**config.mk**
```make
export PLATFORM = sky130hd
export DESIGN_NAME = ssf_regs
export DESIGN_NICKNAME = d
export VERILOG_FILES = /design/src/common/ssf_pkg.sv /design/src/core/ssf_regs.sv
export SDC_FILE = /design/constraint.sdc
export NUM_CORES = 2
export LEC_CHECK = 0
export BUFFER_PORTS_ARGS = -buffer_cell sky130_fd_sc_hd__buf_2
export CAP_MARGIN = 10
export CORE_MARGIN = 4
export CORE_UTILIZATION = 57
export CTS_CLUSTER_SIZE = 14
export DETAILED_ROUTE_END_ITERATION = 10
export PLACE_DENSITY = 0.73
export SLEW_MARGIN = 25
export SYNTH_ARGS = -nofsm -noshare
export SYNTH_HDL_FRONTEND = slang
export SYNTH_SLANG_ARGS = --single-unit
```
**constraint.sdc**
```tcl
create_clock -name clock -period 30 [get_ports clock]
set_clock_uncertainty 0.05 [all_clocks]
set_input_delay 4.5 -clock clock [delete_from_list [all_inputs] [get_ports clock]]
set_output_delay 4.5 -clock clock [all_outputs]
set_load 0.005 [all_outputs]
```
**src/common/ssf_pkg.sv**
```systemverilog
// Package with register map, field positions and carriers for the sensor register bank.
package ssf_pkg;
    localparam logic [7:0] ADDR_IDENTITY    = 8'h00;
    localparam logic [7:0] ADDR_REVISION    = 8'h01;
    localparam logic [7:0] ADDR_ERROR       = 8'h02;
    localparam logic [7:0] ADDR_READY       = 8'h03;
    localparam logic [7:0] ADDR_PRESS0      = 8'h04;
    localparam logic [7:0] ADDR_PRESS2      = 8'h06;
    localparam logic [7:0] ADDR_TEMP0       = 8'h07;
    localparam logic [7:0] ADDR_TEMP2       = 8'h09;
    localparam logic [7:0] ADDR_TIME0       = 8'h0C;
    localparam logic [7:0] ADDR_TIME2       = 8'h0E;
    localparam logic [7:0] ADDR_OCCUR       = 8'h10;
    localparam logic [7:0] ADDR_IRQ         = 8'h11;
    localparam logic [7:0] ADDR_LEVEL_LO    = 8'h12;
    localparam logic [7:0] ADDR_LEVEL_HI    = 8'h13;
    localparam logic [7:0] ADDR_QPORT       = 8'h14;
    localparam logic [7:0] ADDR_THRESH_LO   = 8'h15;
    localparam logic [7:0] ADDR_THRESH_HI   = 8'h16;
    localparam logic [7:0] ADDR_FRAME_SETUP = 8'h17;
    localparam logic [7:0] ADDR_SRC_SETUP   = 8'h18;

    // Field positions.
    localparam int ERR_FATAL_BIT   = 0;
    localparam int ERR_CMD_BIT     = 1;
    localparam int ERR_CONF_BIT    = 2;
    localparam int RDY_CMD_BIT     = 4;
    localparam int RDY_PRESS_BIT   = 5;
    localparam int RDY_TEMP_BIT    = 6;
    localparam int OCC_POWERUP_BIT = 0;
    localparam int OCC_BUSCONV_BIT = 1;
    localparam int IRQ_WTM_BIT     = 0;
    localparam int IRQ_FULL_BIT    = 1;
    localparam int IRQ_DRDY_BIT    = 3;
    localparam int FS_ENABLE_BIT   = 0;
    localparam int FS_STOP_BIT     = 1;
    localparam int FS_TIME_BIT     = 2;
    localparam int FS_PRESS_BIT    = 3;
    localparam int FS_TEMP_BIT     = 4;
    localparam int SS_SUB_LSB      = 0;
    localparam int SS_SRC_LSB      = 3;

    // Reset values of the writable and result registers.
    localparam logic [7:0]  RST_THRESH_LO = 8'h01;
    localparam logic [7:0]  RST_THRESH_HI = 8'h00;
    localparam logic [7:0]  RST_FRAME     = 8'h02;
    localparam logic [7:0]  RST_SRC       = 8'h02;
    localparam logic [23:0] RST_RESULT    = 24'h80_0000;
    localparam logic [1:0]  SRC_FILTERED  = 2'b01;

    // Frame headers written ahead of queued samples, and the one read out ahead of the time bytes.
    localparam logic [7:0] HDR_PRESS_TEMP = 8'h94;
    localparam logic [7:0] HDR_PRESS      = 8'h84;
    localparam logic [7:0] HDR_TEMP       = 8'h90;
    localparam logic [7:0] HDR_TIME       = 8'hA0;

    // Register access from the serial front end.
    typedef struct packed {
        logic       rd;
        logic       wr;
        logic       burst;
        logic [7:0] addr;
        logic [7:0] wdata;
    } ssf_access_s;

    // One measurement result from the conversion engine.
    typedef struct packed {
        logic        press_valid;
        logic        temp_valid;
        logic [23:0] press_raw;
        logic [23:0] press_filt;
        logic [23:0] temp_raw;
        logic [23:0] temp_filt;
    } ssf_sample_s;

    typedef enum logic [2:0] {
        SSF_IDLE, SSF_HDR, SSF_P0, SSF_P1, SSF_P2, SSF_T0, SSF_T1, SSF_T2
    } ssf_wstate_e;
endpackage

```
**src/core/ssf_regs.sv**
```systemverilog
// Sensor status, result and data queue register bank.
`timescale 1ns/1ps
module ssf_regs
    import ssf_pkg::*;
#(
    parameter logic [7:0] IDENTITY_CODE = 8'h5A,  // Arbitrary value.
    parameter logic [7:0] REVISION_CODE = 8'h11,  // Arbitrary value.
    parameter int         QUEUE_DEPTH   = 512,
    parameter int         LEVEL_W       = 9
) (
    input  wire logic        clock,
    input  wire logic        sys_rst,
    input  wire ssf_access_s bus,
    output logic [7:0]       rdata_q,
    input  wire ssf_sample_s sample,
    input  wire logic        sample_strobe,
    input  wire logic        time_tick,
    input  wire logic        cmd_busy,
    input  wire logic        cmd_fail,
    input  wire logic        conf_invalid,
    input  wire logic        fatal_error,
    input  wire logic        continuous_mode,
    input  wire logic        converting
);
    localparam int AW = $clog2(QUEUE_DEPTH);

    logic [7:0]         mem_q [QUEUE_DEPTH];
    logic [AW-1:0]      wptr_q, rptr_q;
    logic [LEVEL_W-1:0] level_q;
    logic [23:0]        press_q, temp_q, time_q;
    logic [23:0]        press_snap_q, temp_snap_q, time_snap_q;
    logic [LEVEL_W-1:0] level_snap_q;
    logic               cmd_err_q, conf_err_q, drdy_p_q, drdy_t_q;
    logic               por_q, busconv_q, wtm_q, full_q, drdy_irq_q;
    logic [7:0]         thr_lo_q, thr_hi_q, frame_q, src_q;
    logic               burst_q;
    logic [2:0]         sub_cnt_q;
    ssf_wstate_e        wst_q;
    logic               time_pend_q;
    logic [2:0]         tcnt_q;

    wire rd_err   = bus.rd && bus.addr == ADDR_ERROR;
    wire rd_occ   = bus.rd && bus.addr == ADDR_OCCUR;
    wire rd_irq   = bus.rd && bus.addr == ADDR_IRQ;
    wire rd_press = bus.rd && bus.addr >= ADDR_PRESS0 && bus.addr <= ADDR_PRESS2;
    wire rd_temp  = bus.rd && bus.addr >= ADDR_TEMP0 && bus.addr <= ADDR_TEMP2;
    wire rd_port  = bus.rd && bus.addr == ADDR_QPORT;
    wire q_empty  = level_q == '0;
    wire q_full   = level_q == LEVEL_W'(QUEUE_DEPTH - 1);
    wire [LEVEL_W-1:0] threshold = {thr_hi_q[0], thr_lo_q};

    // Error flags: a new event in the read cycle wins over the clear.
    always_ff @(posedge clock) begin
        if (sys_rst) begin
            cmd_err_q  <= 1'b0;
            conf_err_q <= 1'b0;
        end else begin
            cmd_err_q  <= cmd_fail || (cmd_err_q && !rd_err);
            conf_err_q <= (conf_invalid && continuous_mode) || (conf_err_q && !rd_err);
        end
    end

    // Result registers and their data-ready flags.
    always_ff @(posedge clock) begin
        if (sys_rst) begin
            press_q  <= RST_RESULT;
            temp_q   <= RST_RESULT;
            drdy_p_q <= 1'b0;
            drdy_t_q <= 1'b0;
        end else begin
            if (sample_strobe && sample.press_valid) begin
                press_q <= sample.press_filt;
            end
            if (sample_strobe && sample.temp_valid) begin
                temp_q <= sample.temp_filt;
            end
            drdy_p_q <= (sample_strobe && sample.press_valid) || (drdy_p_q && !rd_press);
            drdy_t_q <= (sample_strobe && sample.temp_valid) || (drdy_t_q && !rd_temp);
        end
    end

    // Free-running sensor time.
    always_ff @(posedge clock) begin
        if (sys_rst) begin
            time_q <= '0;
        end else if (time_tick) begin
            time_q <= time_q + 24'h00_0001;
        end
    end

    // Snapshot refreshes only outside a burst, so a burst reads one sample.
    always_ff @(posedge clock) begin
        if (sys_rst) begin
            burst_q      <= 1'b0;
            press_snap_q <= RST_RESULT;
            temp_snap_q  <= RST_RESULT;
            time_snap_q  <= '0;
            level_snap_q <= '0;
        end else begin
            burst_q <= bus.burst;
            if (!burst_q) begin
                press_snap_q <= press_q;
                temp_snap_q  <= temp_q;
                time_snap_q  <= time_q;
                level_snap_q <= level_q;
            end
        end
    end

    // Event flags; power-up flag comes up out of reset.
    always_ff @(posedge clock) begin
        if (sys_rst) begin
            por_q     <= 1'b1;
            busconv_q <= 1'b0;
        end else begin
            por_q     <= por_q && !rd_occ;
            busconv_q <= ((bus.rd || bus.wr) && converting) || (busconv_q && !rd_occ);
        end
    end

    // Interrupt status, cleared as a whole by its read.
    always_ff @(posedge clock) begin
        if (sys_rst) begin
            wtm_q      <= 1'b0;
            full_q     <= 1'b0;
            drdy_irq_q <= 1'b0;
        end else begin
            wtm_q      <= (level_q >= threshold && !q_empty) || (wtm_q && !rd_irq);
            full_q     <= q_full || (full_q && !rd_irq);
            drdy_irq_q <= sample_strobe || (drdy_irq_q && !rd_irq);
        end
    end

    // Host-writable configuration.
    always_ff @(posedge clock) begin
        if (sys_rst) begin
            thr_lo_q <= RST_THRESH_LO;
            thr_hi_q <= RST_THRESH_HI;
            frame_q  <= RST_FRAME;
            src_q    <= RST_SRC;
        end else if (bus.wr) begin
            if (bus.addr == ADDR_THRESH_LO) begin
                thr_lo_q <= bus.wdata;
            end else if (bus.addr == ADDR_THRESH_HI) begin
                thr_hi_q <= {7'h00, bus.wdata[0]};
            end else if (bus.addr == ADDR_FRAME_SETUP) begin
                frame_q <= {3'h0, bus.wdata[4:0]};
            end else if (bus.addr == ADDR_SRC_SETUP) begin
                src_q <= {3'h0, bus.wdata[4:0]};
            end
        end
    end

    // Queue writer: decimate, then emit header and enabled sample bytes.
    wire         en_p     = frame_q[FS_PRESS_BIT] && sample.press_valid;
    wire         en_t     = frame_q[FS_TEMP_BIT] && sample.temp_valid;
    wire [1:0]   src      = src_q[SS_SRC_LSB +: 2];
    wire         filt     = src == SRC_FILTERED;
    wire [23:0]  p_sel    = filt ? sample.press_filt : sample.press_raw;
    wire [23:0]  t_sel    = filt ? sample.temp_filt : sample.temp_raw;
    wire [2:0]   sub_sh   = src_q[SS_SUB_LSB +: 3];
    wire [7:0]   sub_mask = 8'((9'h001 << sub_sh) - 9'h001);
    wire         take     = sample_strobe && frame_q[FS_ENABLE_BIT] && (en_p || en_t) && wst_q == SSF_IDLE
                            && ((8'(sub_cnt_q) & sub_mask) == 8'h00);
    logic [23:0] p_hold_q, t_hold_q;
    logic        h_p_q, h_t_q;
    logic [7:0]  wbyte;
    logic        wvalid;

    always_ff @(posedge clock) begin
        if (sys_rst) begin
            sub_cnt_q <= '0;
        end else if (sample_strobe) begin
            sub_cnt_q <= sub_cnt_q + 3'h1;
        end
    end

    // Byte sequencer for one frame.
    always_ff @(posedge clock) begin
        if (sys_rst) begin
            wst_q    <= SSF_IDLE;
            p_hold_q <= '0;
            t_hold_q <= '0;
            h_p_q    <= 1'b0;
            h_t_q    <= 1'b0;
        end else begin
            case (wst_q)
                SSF_IDLE: begin
                    if (take) begin
                        p_hold_q <= p_sel;
                        t_hold_q <= t_sel;
                        h_p_q    <= en_p;
                        h_t_q    <= en_t;
                        wst_q    <= SSF_HDR;
                    end
                end
                SSF_HDR: wst_q <= h_t_q ? SSF_T0 : SSF_P0;
                SSF_T0:  wst_q <= SSF_T1;
                SSF_T1:  wst_q <= SSF_T2;
                SSF_T2:  wst_q <= h_p_q ? SSF_P0 : SSF_IDLE;
                SSF_P0:  wst_q <= SSF_P1;
                SSF_P1:  wst_q <= SSF_P2;
                default: wst_q <= SSF_IDLE;
            endcase
        end
    end

    // Byte presented to the queue in each sequencer state.
    always_comb begin
        wvalid = 1'b1;
        case (wst_q)
            SSF_HDR: wbyte = (h_p_q && h_t_q) ? HDR_PRESS_TEMP : (h_p_q ? HDR_PRESS : HDR_TEMP);
            SSF_T0:  wbyte = t_hold_q[7:0];
            SSF_T1:  wbyte = t_hold_q[15:8];
            SSF_T2:  wbyte = t_hold_q[23:16];
            SSF_P0:  wbyte = p_hold_q[7:0];
            SSF_P1:  wbyte = p_hold_q[15:8];
            SSF_P2:  wbyte = p_hold_q[23:16];
            default: begin
                wbyte  = 8'h00;
                wvalid = 1'b0;
            end
        endcase
    end

    // Full queue either drops the byte or overwrites the oldest one.
    wire do_write = wvalid && (!q_full || !frame_q[FS_STOP_BIT]);
    wire drop_old = do_write && q_full;
    wire do_read  = rd_port && !q_empty;

    // Queue storage.
    always_ff @(posedge clock) begin
        if (do_write) begin
            mem_q[wptr_q] <= wbyte;
        end
    end

    // Pointers and fill counter.
    always_ff @(posedge clock) begin
        if (sys_rst) begin
            wptr_q  <= '0;
            rptr_q  <= '0;
            level_q <= '0;
        end else begin
            if (do_write) begin
                wptr_q <= wptr_q + 1'b1;
            end
            if (do_read || drop_old) begin
                rptr_q <= rptr_q + 1'b1;
            end
            if (do_write && !do_read && !drop_old) begin
                level_q <= level_q + 1'b1;
            end else if (do_read && !do_write) begin
                level_q <= level_q - 1'b1;
            end
        end
    end

    // A time frame follows the last data frame once the queue drains.
    // The pending mark stays up until the last time byte has gone out, or the frame would be cut after its header.
    always_ff @(posedge clock) begin
        if (sys_rst) begin
            time_pend_q <= 1'b0;
        end else if (do_read && level_q == LEVEL_W'(1) && frame_q[FS_TIME_BIT]) begin
            time_pend_q <= 1'b1;
        end else if (rd_port && q_empty && tcnt_q == 3'h3) begin
            time_pend_q <= 1'b0;
        end
    end

    // Read data mux; unmapped addresses answer zero.
    always_ff @(posedge clock) begin
        if (sys_rst) begin
            rdata_q <= 8'h00;
            tcnt_q  <= '0;
        end else if (bus.rd) begin
            if (bus.addr == ADDR_IDENTITY) begin
                rdata_q <= IDENTITY_CODE;
            end else if (bus.addr == ADDR_REVISION) begin
                rdata_q <= REVISION_CODE;
            end else if (bus.addr == ADDR_ERROR) begin
                rdata_q <= 8'h00;
                rdata_q[ERR_FATAL_BIT] <= fatal_error;
                rdata_q[ERR_CMD_BIT]   <= cmd_err_q;
                rdata_q[ERR_CONF_BIT]  <= conf_err_q;
            end else if (bus.addr == ADDR_READY) begin
                rdata_q <= 8'h00;
                rdata_q[RDY_CMD_BIT]   <= !cmd_busy;
                rdata_q[RDY_PRESS_BIT] <= drdy_p_q;
                rdata_q[RDY_TEMP_BIT]  <= drdy_t_q;
            end else if (rd_press) begin
                rdata_q <= press_snap_q[8*(bus.addr - ADDR_PRESS0) +: 8];
            end else if (rd_temp) begin
                rdata_q <= temp_snap_q[8*(bus.addr - ADDR_TEMP0) +: 8];
            end else if (bus.addr >= ADDR_TIME0 && bus.addr <= ADDR_TIME2) begin
                rdata_q <= time_snap_q[8*(bus.addr - ADDR_TIME0) +: 8];
            end else if (bus.addr == ADDR_OCCUR) begin
                rdata_q <= {6'h00, busconv_q, por_q};
            end else if (bus.addr == ADDR_IRQ) begin
                rdata_q <= {4'h0, drdy_irq_q, 1'b0, full_q, wtm_q};
            end else if (bus.addr == ADDR_LEVEL_LO) begin
                rdata_q <= level_snap_q[7:0];
            end else if (bus.addr == ADDR_LEVEL_HI) begin
                rdata_q <= {7'h00, level_snap_q[8]};
            end else if (bus.addr == ADDR_QPORT) begin
                if (!q_empty) begin
                    rdata_q <= mem_q[rptr_q];
                end else if (time_pend_q) begin
                    rdata_q <= (tcnt_q == 3'h0) ? HDR_TIME : time_snap_q[8*(tcnt_q - 3'h1) +: 8];
                    tcnt_q  <= (tcnt_q == 3'h3) ? 3'h0 : tcnt_q + 3'h1;
                end else begin
                    rdata_q <= 8'h00;
                end
            end else if (bus.addr == ADDR_THRESH_LO) begin
                rdata_q <= thr_lo_q;
            end else if (bus.addr == ADDR_THRESH_HI) begin
                rdata_q <= thr_hi_q;
            end else if (bus.addr == ADDR_FRAME_SETUP) begin
                rdata_q <= frame_q;
            end else if (bus.addr == ADDR_SRC_SETUP) begin
                rdata_q <= src_q;
            end else begin
                rdata_q <= 8'h00;
            end
        end
    end

    // Checks next to the logic.
    cmd_err_clear_a: assert property (@(posedge clock) disable iff (sys_rst)
        rd_err && !cmd_fail |=> !cmd_err_q) else $error("command error not cleared by read");
    cmd_err_set_a: assert property (@(posedge clock) disable iff (sys_rst)
        cmd_fail |=> cmd_err_q) else $error("command error not set");
    conf_err_mode_a: assert property (@(posedge clock) disable iff (sys_rst)
        !conf_err_q && !(conf_invalid && continuous_mode) |=> !conf_err_q)
        else $error("config error set outside continuous mode");
    press_rdy_clear_a: assert property (@(posedge clock) disable iff (sys_rst)
        rd_press && !sample_strobe |=> !drdy_p_q) else $error("pressure ready not cleared");
    temp_rdy_clear_a: assert property (@(posedge clock) disable iff (sys_rst)
        rd_temp && !sample_strobe |=> !drdy_t_q) else $error("temperature ready not cleared");
    event_clear_a: assert property (@(posedge clock) disable iff (sys_rst)
        rd_occ && !bus.wr |=> !por_q) else $error("power-up flag not cleared");
    level_dec_a: assert property (@(posedge clock) disable iff (sys_rst)
        do_read && !do_write |=> level_q == $past(level_q) - 1'b1) else $error("level not decremented");
    queue_off_a: assert property (@(posedge clock) disable iff (sys_rst)
        !frame_q[FS_ENABLE_BIT] && wst_q == SSF_IDLE |=> wst_q == SSF_IDLE)
        else $error("queue written while disabled");
    stop_full_a: assert property (@(posedge clock) disable iff (sys_rst)
        q_full && frame_q[FS_STOP_BIT] && !do_read |=> wptr_q == $past(wptr_q))
        else $error("write into full queue");
endmodule

```
==> impl.org <==
** Routing
- In the routed design, unresolved DRC markers number 0.
- DR vias/cell :: around 7
- The detail route stage leaves a number of antenna-violating nets equal to 0.
- In this run, the number of DRC markers left after iteration 0 of detailed routing was ~14000.
- Dividing the detail-routed wire length by the instance count gives 35.1 um.
- The pre-antenna-repair detailed-routing pass consisted of 6 iterations.
- The final layout contains routed wiring with a total length of roughly 470 mm.
- Via count :: 92000

** Place
- Detailed-placement wirelength estimate :: roughly 280 mm
- Port buffering added 134 buffers.
- The congestion estimate from routability-driven global placement came to 0.900.
- Post-placement setup slack :: about 22 ns
- Placed Instance Area :: ~180000 um^2

** Power
- Of the total power, the share spent switching nets is 0.196.
- Combinational share of power :: 0.004
- The analysis attributes to net switching a power of 2350 uW.
- Dividing total power by cell area gives a power density of 62.5 nW/um^2.
- The share of total power dissipated in sequential elements is 0.552.
- Across the VDD grid, the largest voltage drop is approximately 0.000047 V.
- The internal portion of the total power is ~9600 uW.
- Leakage component of the power :: roughly 0.051 uW
- Part of the power in the clock network :: 0.444

** Final layout
- The final layout contains ~9200 nets.
- Fill cells in the final layout number 19700.
- Summing all non-filler instances in the final layout gives an area of approximately 190000 um^2.
- Leading cell type in the layout, fill and taps excluded :: sky130_fd_sc_hd__edfxtp_1
- Share of cells above drive strength 1 :: 0.216
- Most frequent cells in the layout :: sky130_fd_sc_hd__edfxtp_1, sky130_fd_sc_hd__mux4_2, sky130_fd_sc_hd__nor2_1
- Relative to the synthesized area, the layout overhead comes to 10.5%.

** Timing
- The number of slew-limit violations in the final report was 0.
- Final worst-path setup slack :: between 20 and 25 ns
- For the pin with the worst max-slew slack, the measured transition is around 1.3 ns.
- Number of hold violations in the final report :: 0
- Derived from the worst setup path, the maximum achievable clock frequency is between 0.1 and 0.15 GHz.
- Final setup vio count :: 0
- Setup total negative slack on the finished layout was measured at 0 ns.
- After layout, the minimum clock period comes to between 7 and 8 ns.
- Setup repair after global routing missed its margin :: false
- Final critical-path share of the clock period :: 0.237
- Worst max-slew margin expressed relative to the limit :: 0.138

** Floorplanning
- The floorplan step defined a die boundary enclosing between 300000 and 400000 um^2.
- For this configuration, the core starts out at a cell density of 0.572.
- Core box area :: just over 300000 um^2
- Number of placed I/O pins :: approximately 140
- The floorplan has roughly 200 rows.
- Vertical die dimension :: about 560 um
- The floorplan step set the die width to ~560 um.

** Global route
- The via count of the first global-routing pass came to 90200.
- Initial antenna violation count :: 42
- Entering global routing, the biggest net connects ~250 pins.
- The first global-routing pass estimated approximately 670 mm of wire.
- In the global route stage, overall resource usage came out at 0.298.
- GRT overflow :: 0

** Synth
- In this run the mean area of a mapped cell was 19.7 um^2.
- Synth Cell Area :: approximately 170000 um^2
- For this run, the number of Yosys warnings is 0.
- Total nets after synthesis :: 8952
- Flip-flop and latch count after synthesis :: roughly 4400
- Flip-flop cell with the highest count after synthesis :: sky130_fd_sc_hd__edfxtp_1
- Number of enable-type register cells in the synthesized netlist :: about 4100
- Synthesis produced a netlist whose cell count is roughly 9000.
- Post-synth cell types :: between 80 and 90
- Fraction of registers with async set/reset :: 0
- Sequential element share of the synthesized area :: 0.744

** Critical path
- Worst EP arrival :: between 7 and 8 ns
- CP Max Fanout :: 25
- Data on the critical path is required at its endpoint by just over 30 ns.
- Endpoint class of the critical path :: flop
- Sort of element at the start of the critical path :: input pin
- Critical Path Start :: bus[8]
- The critical path in this run is classified as in -> reg.

** Clock network
- Post-CTS setup buffer count :: 0
- CTS saw 4382 sinks.
- TritonCTS built the clock tree.
- Clock buffer count from CTS :: about 430
- CTS H-Tree Depth :: 5
- Post-CTS repair changed the size of 0 cells.
- Root cell of the clock tree :: sky130_fd_sc_hd__clkbuf_16
- The number of hold buffers added after CTS was 0.
- After clock tree synthesis, the clock-pin slew on the worst setup and hold paths is ~0.060 ns.
- Clock insertion delay at the later pin of the skew report :: slightly below 1 ns
- Buffer levels on the longest clock path :: 4

** Flow run
- Max-cap violations in this run came to 0.

** Outcome
- The run finished with clean final reports.

** Min path
- Hold path startpoint :: temp_q[22]
- HP Class :: reg -> reg
worst max-delay path, stage by stage:
cell	delay [ns]
sky130_fd_sc_hd__buf_2	0.36
sky130_fd_sc_hd__clkinv_1	0.35
sky130_fd_sc_hd__ha_1	0.49
sky130_fd_sc_hd__a21boi_0	0.46
sky130_fd_sc_hd__nand2_1	0.22
sky130_fd_sc_hd__nor4_1	0.59
sky130_fd_sc_hd__nand3_1	0.32
sky130_fd_sc_hd__or3_1	0.45
sky130_fd_sc_hd__a21oi_1	0.17
stage by stage:
step | instances | hold slack, ns | total power, uW | util
2_1_floorplan | 8794 | 0.377 | 6750 | -
3_3_place_gp | 12500 | 0.393 | 6770 | 0.585
3_5_place_dp | 12500 | 0.399 | 6770 | 0.585
4_1_cts | 13300 | 0.408 | 12000 | 0.631
5_1_grt | 13300 | 0.428 | 12300 | 0.632
6_report | 13400 | 0.406 | 11900 | 0.632
per-layer routing:
metal,track usage,up-vias,share of wire,wire length [um]
li1,-,36400,-,-
met1,0.413,47700,0.36,168000
met2,0.447,6641,0.46,217000
met3,0.0829,1186,0.13,60500
met4,0.136,30,0.052,24500
met5,0,-,0.00046,218
cells by family after synthesis:
group / after synthesis / share of synthesized area
DFF: 4382 / 0.744
and+or+nand+nor: 1496 / 0.0372
muxes: 1477 / 0.163
AOI/OAI and AO/OA: 787 / 0.0306
buffers and inverters: 581 / 0.0212
xor gates and xnor gates: 40 / 0.00203
adders and majority gates: 31 / 0.00224
final cells by class:
class / instances / area [um^2] / area share
Sequential cell: 4382 / 129000 / 0.673
Multi-Input combinational cell: 3831 / 41000 / 0.214
Clock buffer: 538 / 11300 / 0.0592
Tap cell: 3978 / 4980 / 0.0260
Timing Repair Buffer: 326 / 2540 / 0.0133
Clock inverter: 249 / 2470 / 0.0129
Inverter: 31 / 124 / 0.000648
Antenna cell: 32 / 80.1 / 0.000419
cell usage after synthesis (9+ instances only):
master,number,area share
sky130_fd_sc_hd__edfxtp_1,4096,0.71
sky130_fd_sc_hd__mux4_2,990,0.13
sky130_fd_sc_hd__nor2_1,828,0.018
sky130_fd_sc_hd__mux2i_1,413,0.024
sky130_fd_sc_hd__nand2_1,312,0.0068
sky130_fd_sc_hd__dfxtp_1,286,0.033
sky130_fd_sc_hd__clkbuf_1,243,0.0053
sky130_fd_sc_hd__a21oi_1,177,0.0051
sky130_fd_sc_hd__o21ai_0,118,0.0034
sky130_fd_sc_hd__a22oi_1,96,0.0042
sky130_fd_sc_hd__a211oi_1,85,0.0037
sky130_fd_sc_hd__nand3_1,80,0.0023
sky130_fd_sc_hd__buf_2,76,0.0022
sky130_fd_sc_hd__buf_6,71,0.0046
sky130_fd_sc_hd__buf_4,69,0.0030
sky130_fd_sc_hd__o22ai_1,64,0.0023
sky130_fd_sc_hd__mux4_1,58,0.0088
sky130_fd_sc_hd__a221oi_1,53,0.0027
sky130_fd_sc_hd__o221ai_1,42,0.0021
sky130_fd_sc_hd__nor3_1,38,0.0011
sky130_fd_sc_hd__buf_8,37,0.0032
sky130_fd_sc_hd__nand4_1,36,0.0013
sky130_fd_sc_hd__ha_1,31,0.0022
sky130_fd_sc_hd__xor2_1,31,0.0016
sky130_fd_sc_hd__and2_1,30,0.0011
sky130_fd_sc_hd__nor2b_1,30,0.0011
sky130_fd_sc_hd__buf_1,29,0.00063
sky130_fd_sc_hd__and3_1,28,0.0010
sky130_fd_sc_hd__inv_1,28,0.00061
sky130_fd_sc_hd__a22o_1,24,0.0012
sky130_fd_sc_hd__nand2b_1,24,0.00087
sky130_fd_sc_hd__a31oi_1,21,0.00076
sky130_fd_sc_hd__nor4_1,21,0.00076
sky130_fd_sc_hd__a2111oi_0,17,0.00086
sky130_fd_sc_hd__mux2_2,16,0.0010
sky130_fd_sc_hd__or3_1,15,0.00054
sky130_fd_sc_hd__a211o_1,13,0.00066
sky130_fd_sc_hd__a21o_1,12,0.00052
sky130_fd_sc_hd__clkbuf_4,12,0.00052
sky130_fd_sc_hd__nor3b_1,10,0.00043
sky130_fd_sc_hd__nand3b_1,9,0.00039
sky130_fd_sc_hd__o211ai_1,9,0.00039
sky130_fd_sc_hd__xnor2_1,9,0.00046
power groups by stage:
stage               clock, uW  sequential (uW)  combinational, uW
detailed placement          0             6720               52.7
CTS                      5340             6590               53.1
global placement            0             6720               51.6
floorplan                   0             6720               32.0
global route             5610             6590               58.3
finish                   5300             6590               53.5
registers in the layout (all words and copies together), names as in the netlist, 3 cells and up, named ones only:
register and flops:
time_snap_q 24, src_q 5, frame_q 5, temp_snap_q 24, wst_q 3, temp_q 24
mem_q 4096, tcnt_q 3, level_snap_q 9, wptr_q 9, press_snap_q 24, rdata_q 8
sub_cnt_q 3, press_q 24, rptr_q 9, thr_lo_q 8, level_q 9, t_hold_q 24
time_q 24, p_hold_q 24
path summary, 6_finish.rpt:
kind	to	slack [ns]	depth (start not counted)
setup / recovery	tcnt_q[0]	22.90	9
hold / removal	temp_q[22]	0.41	2
setup reg to reg	rdata_q[5]	23.24	13
hold reg to reg	temp_q[22]	0.41	2
No activity file was read; power rests on OpenSTA's default activity.
